**config.mk**
```make
export PLATFORM = sky130hd
export DESIGN_NAME = mapc_top
export DESIGN_NICKNAME = d
export VERILOG_FILES = /design/src/rtl/mapc_pkg.sv /design/src/rtl/mapc_hob_mux.sv /design/src/rtl/mapc_top.sv
export SDC_FILE = /design/constraint.sdc
export NUM_CORES = 1
export LEC_CHECK = 0
export BUFFER_PORTS_ARGS = -buffer_cell sky130_fd_sc_hd__buf_4
export CORE_MARGIN = 2
export CORE_UTILIZATION = 50
export CTS_CLUSTER_DIAMETER = 200
export DETAILED_ROUTE_END_ITERATION = 7
export GPL_TIMING_DRIVEN = 0
export HOLD_SLACK_MARGIN = 0.12
export MAX_ROUTING_LAYER = met4
export PLACE_DENSITY = 0.81
export SLEW_MARGIN = 20
export SYNTH_ARGS = -nofsm -noshare
export SYNTH_HDL_FRONTEND = slang
export SYNTH_SLANG_ARGS = --single-unit
export TNS_END_PERCENT = 1
```
**constraint.sdc**
```tcl
create_clock -name mclk -period 2.85 [get_ports mclk]
set_input_delay 0.285 -clock mclk [delete_from_list [all_inputs] [get_ports mclk]]
set_output_delay 0.285 -clock mclk [all_outputs]
set_load 0.01 [all_outputs]
```
**src/rtl/mapc_pkg.sv**
```systemverilog
/*
  Package for the max-address protection command block: opcodes, feature codes,
  register bit positions, protection states and the command/answer carriers.
  Assumes a taskfile front end that delivers one decoded command per pulse.
*/
package mapc_pkg;

  // Opcodes and feature codes
  localparam logic [7:0] MAPC_OP_SETMAX    = 8'hf9;
  localparam logic [7:0] MAPC_OP_SETMAX48  = 8'h37;
  localparam logic [7:0] MAPC_OP_RNATIVE   = 8'hf8;
  localparam logic [7:0] MAPC_OP_RNATIVE48 = 8'h27;
  localparam logic [7:0] MAPC_FEAT_SETPW   = 8'h01;
  localparam logic [7:0] MAPC_FEAT_LOCK    = 8'h02;
  localparam logic [7:0] MAPC_FEAT_UNLOCK  = 8'h03;
  localparam logic [7:0] MAPC_FEAT_FREEZE  = 8'h04;

  // Error and status register bit positions
  localparam int MAPC_ERR_ABT_BIT = 2;
  localparam int MAPC_STS_ERR_BIT = 0;
  localparam int MAPC_STS_RDY_BIT = 6;
  localparam int MAPC_STS_DSC_BIT = 4;

  // Persistence bit in sector count current
  localparam int MAPC_NV_BIT = 0;

  // Largest address that still fits the 28-bit identify words
  localparam logic [47:0] MAPC_LBA28_MAX = 48'h000_00fff_ffff;

  // Reset values
  localparam logic [7:0] MAPC_ERR_RST = 8'h00;
  localparam logic [7:0] MAPC_STS_RST = 8'h50;

  // Protection states
  typedef enum logic [1:0] {
    MAPC_UNLOCKED,
    MAPC_LOCKED,
    MAPC_FROZEN
  } mapc_prot_e;

  // Command as written by the host into the taskfile
  typedef struct packed {
    logic [7:0]  opcode;
    logic [7:0]  feature;
    logic [7:0]  count_cur;
    logic [47:0] lba;
  } mapc_cmd_s;

  // Identify word update towards the identify store
  typedef struct packed {
    logic        upd48;
    logic        upd28;
    logic [47:0] value;
  } mapc_ident_s;

endpackage : mapc_pkg

```
**src/rtl/mapc_hob_mux.sv**
```systemverilog
/*
  Returns the stored maximum address in the three address registers,
  choosing the low or high three bytes by the high-order-byte select.
  Assumes the select comes from logic on the same clock.
*/
`timescale 1ns/1ps
module mapc_hob_mux import mapc_pkg::*; (
  // Clock and reset
  input  wire logic        mclk,
  input  wire logic        srst,
  // Source
  input  wire logic [47:0] max_lba,
  input  wire logic        hob,
  // Address registers
  output logic      [7:0]  sect_num_ff,
  output logic      [7:0]  cyl_low_ff,
  output logic      [7:0]  cyl_high_ff
);

  logic [7:0] nxt_sect_num;
  logic [7:0] nxt_cyl_low;
  logic [7:0] nxt_cyl_high;

  // Byte select by high-order-byte flag
  always_comb begin
    if (hob) begin
      nxt_sect_num = max_lba[31:24];
      nxt_cyl_low  = max_lba[39:32];
      nxt_cyl_high = max_lba[47:40];
    end else begin
      nxt_sect_num = max_lba[7:0];
      nxt_cyl_low  = max_lba[15:8];
      nxt_cyl_high = max_lba[23:16];
    end
  end

  // Register the returned bytes
  always_ff @(posedge mclk) begin
    if (srst) begin
      sect_num_ff  <= 8'h00;
      cyl_low_ff   <= 8'h00;
      cyl_high_ff  <= 8'h00;
    end else begin
      sect_num_ff  <= nxt_sect_num;
      cyl_low_ff   <= nxt_cyl_low;
      cyl_high_ff  <= nxt_cyl_high;
    end
  end

endmodule : mapc_hob_mux

```
**src/rtl/mapc_top.sv**
```systemverilog
/*
  Command interpreter for the host-protected-area limit: freeze-lock and the
  48-bit set-max-address command, with access checking against the limit.
  Assumes commands arrive as one-cycle pulses from same-clock taskfile logic,
  and that the nonvolatile store and identify data sit outside.
*/
// What this block does
// - Feature 04h with opcode F9h, unless right after 28-bit read-native-max, decodes as the freeze-lock request.
// - F9h right after 28-bit read-native-max is the plain 28-bit set-max.
// - After freeze-lock, enter frozen and abort all later set-max commands.
// - Opcode 37h set-max must directly follow 48-bit read-native-max.
// - Accepted 48-bit set-max replaces the limit; accesses beyond it abort.
// - Above 268,435,455 update words 103:100 only; else both groups.
// - Abort 48-bit set-max if unsupported, too big, 28-bit set, unpaired, locked/frozen.
// - A second nonvolatile 48-bit set-max aborts until power-on or hard reset.
// - Sector count bit 0 set makes the new limit survive power-on.
// - Nonvolatile option is invalid while in address offset mode.
// - Requested limit is taken whole from the 48-bit address delivered with the command.
// - Completion returns the limit, low or high bytes by high-order select.
// - In locked state accept only unlock and freeze-lock subcommands.
`timescale 1ns/1ps
module mapc_top import mapc_pkg::*; #(
  parameter logic [47:0] NATIVE_MAX = 48'h0000_e8e0_88af,
  parameter bit          SUPPORTED  = 1'b1
) (
  // Clock and reset
  input  wire logic        mclk,
  input  wire logic        srst,
  // Command from taskfile
  input  wire logic        cmd_valid,
  input  wire mapc_cmd_s   cmd,
  input  wire logic        hob,
  input  wire logic        offset_mode,
  // Access check
  input  wire logic        acc_valid,
  input  wire logic [47:0] acc_lba,
  output logic             acc_abort,
  // Nonvolatile limit restored at power-on
  input  wire logic        nv_valid,
  input  wire logic [47:0] nv_max,
  output logic             nv_write_ff,
  output logic      [47:0] nv_data_ff,
  // Completion
  output logic             done_ff,
  output logic             set28_ff,
  output logic             lock_req_ff,
  output logic             unlock_req_ff,
  output logic             setpw_req_ff,
  output logic      [7:0]  command_error_flags,
  output logic      [7:0]  device_status_flags,
  output mapc_ident_s      ident_ff,
  output logic      [7:0]  sect_num_ff,
  output logic      [7:0]  cyl_low_ff,
  output logic      [7:0]  cyl_high_ff,
  output logic      [1:0]  prot_state
);

  // Protection state, limit and command history
  mapc_prot_e  prot_ff, nxt_prot;
  logic [47:0] max_ff, nxt_max;
  logic [7:0]  prev_op_ff, nxt_prev_op;
  logic        nv_used_ff, nxt_nv_used;
  logic        hpa28_ff, nxt_hpa28;

  // Next values of the completion pulses and the nonvolatile store
  logic        done_nx, set28_nx, lock_nx, unlock_nx, setpw_nx, nvw_nx;
  logic [47:0] nvd_nx;

  // Error and status registers and identify update
  logic [7:0]  err_ff, nxt_err, sts_ff, nxt_sts;
  mapc_ident_s ident_nx;

  // Decode helpers
  logic        is_f9, after_rn28, after_rn48, bad48, abort;

  // Opcode and command history decode
  assign is_f9      = cmd.opcode == MAPC_OP_SETMAX;
  assign after_rn28 = prev_op_ff == MAPC_OP_RNATIVE;
  assign after_rn48 = prev_op_ff == MAPC_OP_RNATIVE48;

  // Conditions that abort the 48-bit set-max
  assign bad48 = !SUPPORTED || (cmd.lba > NATIVE_MAX) || hpa28_ff || !after_rn48
                 || (prot_ff != MAPC_UNLOCKED)
                 || (cmd.count_cur[MAPC_NV_BIT] && (nv_used_ff || offset_mode));

  // Command decode and protection state
  always_comb begin
    nxt_prot    = prot_ff;
    nxt_max     = max_ff;
    nxt_nv_used = nv_used_ff;
    nxt_hpa28   = hpa28_ff;
    nxt_prev_op = prev_op_ff;
    done_nx     = 1'b0;
    set28_nx    = 1'b0;
    lock_nx     = 1'b0;
    unlock_nx   = 1'b0;
    setpw_nx    = 1'b0;
    nvw_nx      = 1'b0;
    nvd_nx      = nv_data_ff;
    abort       = 1'b0;
    // Identify data shows the current limit while no update is pending
    ident_nx    = '0;
    ident_nx.value = max_ff;
    // Power-on restore of a nonvolatile limit
    if (nv_valid) begin
      nxt_max = nv_max;
    end
    // One command per pulse; every command completes one cycle later
    if (cmd_valid) begin
      done_nx     = 1'b1;
      nxt_prev_op = cmd.opcode;
      if (is_f9 && after_rn28) begin
        // A locked or frozen device refuses the plain set-max as well
        if (prot_ff != MAPC_UNLOCKED) begin
          abort = 1'b1;
        end else begin
          set28_nx  = 1'b1;
          nxt_hpa28 = 1'b1;
        end
      end else if (is_f9) begin
        if (prot_ff == MAPC_FROZEN) begin
          abort = 1'b1;
        end else if (cmd.feature == MAPC_FEAT_FREEZE) begin
          nxt_prot = MAPC_FROZEN;
        end else if (cmd.feature == MAPC_FEAT_UNLOCK) begin
          unlock_nx = 1'b1;
        end else if (prot_ff == MAPC_LOCKED) begin
          abort = 1'b1;
        end else if (cmd.feature == MAPC_FEAT_LOCK) begin
          lock_nx  = 1'b1;
          nxt_prot = MAPC_LOCKED;
        end else if (cmd.feature == MAPC_FEAT_SETPW) begin
          setpw_nx = 1'b1;
        end else begin
          abort = 1'b1;
        end
      end else if (cmd.opcode == MAPC_OP_SETMAX48) begin
        // Extended set-max: refuse first, then limit, identify data and store
        if (bad48) begin
          abort = 1'b1;
        end else begin
          nxt_max        = cmd.lba;
          ident_nx.value = cmd.lba;
          ident_nx.upd48 = 1'b1;
          ident_nx.upd28 = cmd.lba <= MAPC_LBA28_MAX;
          if (cmd.count_cur[MAPC_NV_BIT]) begin
            nvw_nx      = 1'b1;
            nvd_nx      = cmd.lba;
            nxt_nv_used = 1'b1;
          end
        end
      end
    end
    // Abort sets ABT and ERR, busy and fault stay clear
    nxt_err = MAPC_ERR_RST;
    nxt_sts = MAPC_STS_RST;
    if (done_nx) begin
      nxt_err[MAPC_ERR_ABT_BIT] = abort;
      nxt_sts[MAPC_STS_ERR_BIT] = abort;
    end else begin
      nxt_err = err_ff;
      nxt_sts = sts_ff;
    end
  end

  // State registers
  always_ff @(posedge mclk) begin
    if (srst) begin
      prot_ff       <= MAPC_UNLOCKED;
      max_ff        <= NATIVE_MAX;
      prev_op_ff    <= 8'h00;
      nv_used_ff    <= 1'b0;
      hpa28_ff      <= 1'b0;
      done_ff       <= 1'b0;
      set28_ff      <= 1'b0;
      lock_req_ff   <= 1'b0;
      unlock_req_ff <= 1'b0;
      setpw_req_ff  <= 1'b0;
      nv_write_ff   <= 1'b0;
      nv_data_ff    <= 48'h0;
      err_ff        <= MAPC_ERR_RST;
      sts_ff        <= MAPC_STS_RST;
      ident_ff      <= '0;
    end else begin
      prot_ff       <= nxt_prot;
      max_ff        <= nxt_max;
      prev_op_ff    <= nxt_prev_op;
      nv_used_ff    <= nxt_nv_used;
      hpa28_ff      <= nxt_hpa28;
      done_ff       <= done_nx;
      set28_ff      <= set28_nx;
      lock_req_ff   <= lock_nx;
      unlock_req_ff <= unlock_nx;
      setpw_req_ff  <= setpw_nx;
      nv_write_ff   <= nvw_nx;
      nv_data_ff    <= nvd_nx;
      err_ff        <= nxt_err;
      sts_ff        <= nxt_sts;
      ident_ff      <= ident_nx;
    end
  end

  // Accesses beyond the limit abort
  assign acc_abort = acc_valid && (acc_lba > max_ff);

  // Register views on the ports
  assign command_error_flags = err_ff;
  assign device_status_flags = sts_ff;
  assign prot_state          = prot_ff;

  // Limit returned through the address registers
  mapc_hob_mux u_hob (
    .mclk        (mclk),
    .srst        (srst),
    .max_lba     (max_ff),
    .hob         (hob),
    .sect_num_ff (sect_num_ff),
    .cyl_low_ff  (cyl_low_ff),
    .cyl_high_ff (cyl_high_ff)
  );

endmodule : mapc_top

```
After elaboration in Yosys (flattened, before gate mapping)
Index checks and enable logic that the tools add are counted.
- input bits: 175
- logic and storage cells: 97
- output and inout bits: 147
- bits in registers: 189
- reductions and logical operators: 20
- equal/unequal tests: 12
- mux-type cells: 36
- order comparisons: 3
- bitwise logic cells: 7
- operators by type and width (cell ; number):
    48-bit 2-to-1 mux ; 10
    50-bit 2-to-1 mux ; 1
    48-bit by 32-bit > comparator with 1-bit output (second input constant) ; 1
    48-bit > comparator ; 1
    48-bit by 28-bit less-or-equal comparator with 1-bit output (second input constant) ; 1
    8-bit 2-to-1 mux ; 3
    1-bit 2-to-1 mux ; 18
    8-bit by 2-bit equality test with 1-bit output (second input constant) ; 2
    8-bit by 6-bit equality test with 1-bit output (second input constant) ; 2
    8-bit equality test (second input constant) ; 2
    6-bit OR reduction ; 2
    9-bit OR reduction ; 1
    8-bit by 1-bit equality test with 1-bit output (second input constant) ; 1
    8-bit by 3-bit equality test with 1-bit output (second input constant) ; 1
    2-bit 2-to-1 mux ; 4
    8-bit OR reduction ; 1
    1-bit NOT ; 7
    7-bit AND reduction ; 1
    6-bit AND reduction ; 1
    1-bit logical OR ; 5
    5-bit OR reduction ; 1
    2-bit != test (second input constant) ; 2
    2-bit nonzero test ; 2
    1-bit logical AND ; 3
    5 further kinds ; 5

Depth between registers and ports, before layout
- depth in word-level cells: 10
- depth in mapped cells: 9
- depth with buffers taken out: 8

By module
A second synthesis with hierarchy kept.
- cell total of the unflattened synthesis: 958
- area total of the unflattened synthesis: 8411.8 sq um
- by module, submodules not included (module ; cells an instance ; seq. area each (sq um) ; area an instance (sq um) ; times used):
    mapc_top ; 881 ; 3303.2 ; 7542.2 ; 1
    mapc_hob_mux ; 77 ; 480.5 ; 869.6 ; 1

Worst setup path after synthesis
Ideal clock, no wire load.
- kind: in2reg
- start point: input cmd[24] (netlist bit)
- end point: register ident_ff[17] (netlist bit)
- required time: 2.779 ns
- stages: 9
- buffers on the path: 3
- arrival time: 2.184 ns
- path slack: 0.595 ns
- library setup time: 0.071 ns
- path through: or4_4 or3_1 a221oi_2 o32a_1 buf_4 buf_6 buf_6 nand2_1 a21oi_1
- cells in the longest elaborated chain, start to end: 10
- ends and longest elaborated chain (item ; RTL line ; text):
    start: declaration ; mapc_top.sv:31 ; input wire mapc_cmd_s cmd,
    48-bit by 32-bit > comparator with 1-bit output ; mapc_top.sv:82 ; assign bad48 = !SUPPORTED || (cmd.lba > NATIVE_MAX) || hpa28_ff || !after_rn48
    1-bit logical OR (2 in a row) ; mapc_top.sv:82 ;
    1-bit logical OR ; mapc_top.sv:83 ; || (prot_ff != MAPC_UNLOCKED)
    1-bit logical OR ; mapc_top.sv:84 ; || (cmd.count_cur[MAPC_NV_BIT] && (nv_used_ff || offset_mode));
    50-bit 2-to-1 mux ; mapc_top.sv:139 ; if (bad48) begin
    48-bit 2-to-1 mux ; mapc_top.sv:137 ; end else if (cmd.opcode == MAPC_OP_SETMAX48) begin
    48-bit 2-to-1 mux ; mapc_top.sv:120 ; end else if (is_f9) begin
    48-bit 2-to-1 mux ; mapc_top.sv:112 ; if (is_f9 && after_rn28) begin
    48-bit 2-to-1 mux ; mapc_top.sv:109 ; if (cmd_valid) begin
    end signal: assignment ; mapc_top.sv:199 ; ident_ff <= ident_nx;
    end: declaration ; mapc_top.sv:51 ; output mapc_ident_s ident_ff,
No other way between the ends.
A chain may end at the register's enable or synchronous reset.

Worst setup path after layout
- start point: register max_ff[31]
- end point: output acc_abort
- cells in the longest elaborated chain, start to end: 2
- ends and longest elaborated chain (item ; RTL line ; text):
    start: declaration ; mapc_top.sv:60 ; logic [47:0] max_ff, nxt_max;
    start signal: assignment ; mapc_top.sv:186 ; max_ff <= nxt_max;
    48-bit > comparator ; mapc_top.sv:204 ; assign acc_abort = acc_valid && (acc_lba > max_ff);
    1-bit logical AND ; mapc_top.sv:204 ;
    end: declaration ; mapc_top.sv:37 ; output logic acc_abort,
No other way between the ends.

==> flow_metrics.tcl <==
set metrics [dict create \
    vias 8316 \
    synth.avg_cell_area_um2 9.12 \
    r2r_cells 7 \
    worst_ep_arrival_time_ns 2.66 \
    worst_slew_pin_slew_ns 0.824 \
    rsz0062_at_grt "yes" \
    r2r_start "prev_op_ff[3]" \
    synth_edf_count 0 \
    setup_tns_ns -0.0922 \
    met3_length_um 2460 \
    clkLatencyLatePin_ns 0.44 \
    crit_cells 11 \
    max_cap_viol_count 0 \
    grt_pass1_vias 7908 \
    path_class "reg2out" \
    async_flop_share_pct 0 \
    hold_end "ident_ff[8]" \
    violations "setup timing" \
    synth_seq_area_share_pct 43.5 \
    drtIter0Drc 648 \
    syn2layout_area_growth_pct 40.0 \
    overflow 0 \
    p_per_area_mw_per_mm2 506 \
    setup_viol 1 \
    cts_tree "yes" \
    synth_common_cells "189 x dfxtp_1, 116 x nor2_1, 97 x mux2i_1, 90 x nand2_1, 69 x nand2b_1" \
    hold_path_startpoint "cmd[8]" \
    crit_top_cell "buf_4" \
    grt_max_degree 20 \
    layout-drive-gt1-share_pct 30.2 \
    cp_slowest_cell "dfxtp_2" \
    synthCells 954 \
    placeableCoreArea_mm2 0.0172 \
    viasPerCell 5.37 \
    cts_made_buffers 17 \
    top_layer "met4" \
    clk_path_buf_depth 2 \
    dieWidth_um 136 \
    fin_crit_sh_pct 103 \
    cts.sinks 189 \
    detail-route-antenna-nets 0 \
    crit_family "simple AND/OR/NAND/NOR gates" \
    die_area_mm2 0.0185 \
    port_buffers 297 \
    synth.area.top_cells "dfxtp_1 43%, mux2i_1 11%, ha_1 6.9%" \
    synth-seq-cells 189 \
    skew_ns 0.0113 \
    initial_core_util_pct 50.6 \
    fin_nets 1533 \
    critPathCaptureType "primary output" \
    hold_path.class "in2reg" \
    p_leak_nw 6.03 \
    antenna_found_initial 0 \
    yosysTopAreaCell "dfxtp_1" \
    pin_count 322 \
    remaining_drc_errors 0 \
    first_pass_iters 5 \
    diodes 0 \
    hpwl_um 22200 \
    wl_um 28800 \
    timing.rr.end "ident_ff[31]" \
    clockRootBuffer "clkbuf_16" \
    path_clk_slew_ns 0.08 \
    startpoint_type "flip-flop" \
    synth_area_mm2 0.00870 \
    worstHoldPathCells 3 \
    finalCriticalPeriod_ns 2.94 \
    drv_slew 0 \
    worstPathCellList "inv_1, ha_1, nand4_1, nor3b_4, nand4b_1, buf_4, buf_4, nor2_1, a2bb2oi_1, a21oi_2, buf_4" \
    max_stage_delay_ns 0.35 \
    wl_met1_um 11800 \
    ir_drop_uv 449 \
    crit_required_ns 2.57 \
    utilization_pct 70.9 \
    ys_warn_count 0 \
    fin_ws_ns -0.0922 \
    reg2reg_setup_slack_ns 0.20 \
    cts_max_level 4 \
    synth_top_area_share_pct 43.5 \
    core.rowCount 48 \
    outcome "complete, but fails checks" \
    synth_cell_types 58 \
    worst-path-buf-inv 4 \
    fmax_mhz 340 \
    grt.total_usage_pct 31.2 \
    synth_flop_cell "dfxtp_1" \
    dieHeight_um 136 \
    wl_per_cell_um 18.6 \
    relSlewSlack_pct 45.1 \
    hold_violations 0 \
    grt_pass1_wl_um 42500 \
    wl_met2_um 13600 \
    crit_fanout 3 \
    synth_most_common_cell "dfxtp_1" \
    gp_congestion 0.936 \
]
[placed cells by master (no fill, tap or decap), types with 28 or more instances in the layout]
| master | instances |
|---|---|
| nor2_1 | 116 |
| buf_4 | 326 |
| nand2_1 | 90 |
| dfxtp_1 | 180 |
| mux2i_1 | 97 |
| inv_1 | 53 |
| a21oi_1 | 45 |
| clkbuf_1 | 28 |
| ha_1 | 47 |
| nand2b_1 | 69 |
[per-stage QoR]
stage               setup slack, ns  total power, W  cells  hold WS [ns]  instance area [um2]
floorplan                     0.595         0.00328    966         0.362                 8740
global placement             -0.204         0.00370   1488         0.444                11300
detailed placement           -0.173         0.00372   1488         0.446                11300
CTS                         0.00267         0.00614   1548         0.120                12200
global route                 -0.160         0.00636   1548         0.137                12200
finish                      -0.0922         0.00616   1548         0.121                12200
[worst max path at each step]
stage          startpoint            to  slack [ns]
5_1_grt        max_ff[31]     acc_abort       -0.16
4_1_cts           cmd[64]   ident_ff[3]       0.003
3_3_place_gp      cmd[67]   ident_ff[3]       -0.20
3_5_place_dp      cmd[67]   ident_ff[3]       -0.17
6_report       max_ff[31]     acc_abort       -0.09
2_1_floorplan     cmd[24]  ident_ff[17]        0.60
[cells by family after synthesis]
family | share of synthesized area (%)
other | 0.0863
AO/OA/AOI/OAI | 11.3
multiplexers | 11.2
adder cells (fa/ha/maj) | 6.90
buffers and inverters | 6.73
AND/OR/NAND/NOR | 20.3
flip-flops | 43.5
[worst min-delay path, cell delays in order]
cell	delay [ns]
buf_4	0.12
nand2_1	0.05
a21oi_1	0.06
[metal layers]
layer | track usage, % | up-vias
met4 | 11.9 | 0
met2 | 51.1 | 429
met3 | 6.90 | 80
met5 | - | -
li1 | - | 3926
met1 | 37.7 | 3881
[repair_timing]
action / 4_1_cts / 5_1_grt
gates resized for setup: 21 / 3
pin swaps: 6 / 2
hold endpoints to repair: 21 / 0
endpoints found under the setup margin: 1 / 5
hold buffers: 21 / 0
buffers inserted: 7 / 0
[power by group]
part / internal (W) / total [W] / switching (W)
Clock: 0.00126 / 0.00243 / 0.00117
Combinational: 0.000466 / 0.000913 / 0.000447
Sequential: 0.00274 / 0.00282 / 0.0000723
[sequential cells by signal, summed over array words and instances (netlist names)]
register	cells
command_error_flags	1
done_ff	1
hpa28_ff	1
ident_ff	50
lock_req_ff	1
max_ff	48
nv_data_ff	48
nv_used_ff	1
nv_write_ff	1
prev_op_ff	8
prot_state	2
set28_ff	1
setpw_req_ff	1
u_hob.cyl_high_ff	8
u_hob.cyl_low_ff	8
u_hob.sect_num_ff	8
unlock_req_ff	1
[area by class of cell]
cell class / instances / area [um2]
fillers: 1328 / 5000
multi-input cells: 657 / 4420
flip-flops and latches: 189 / 3800
repair buffers: 325 / 2490
clock buffers: 17 / 425
plain buffers: 66 / 384
well taps: 225 / 282
inverters: 54 / 203
clock inverters: 15 / 173
(Power assumes the default switching activity.)
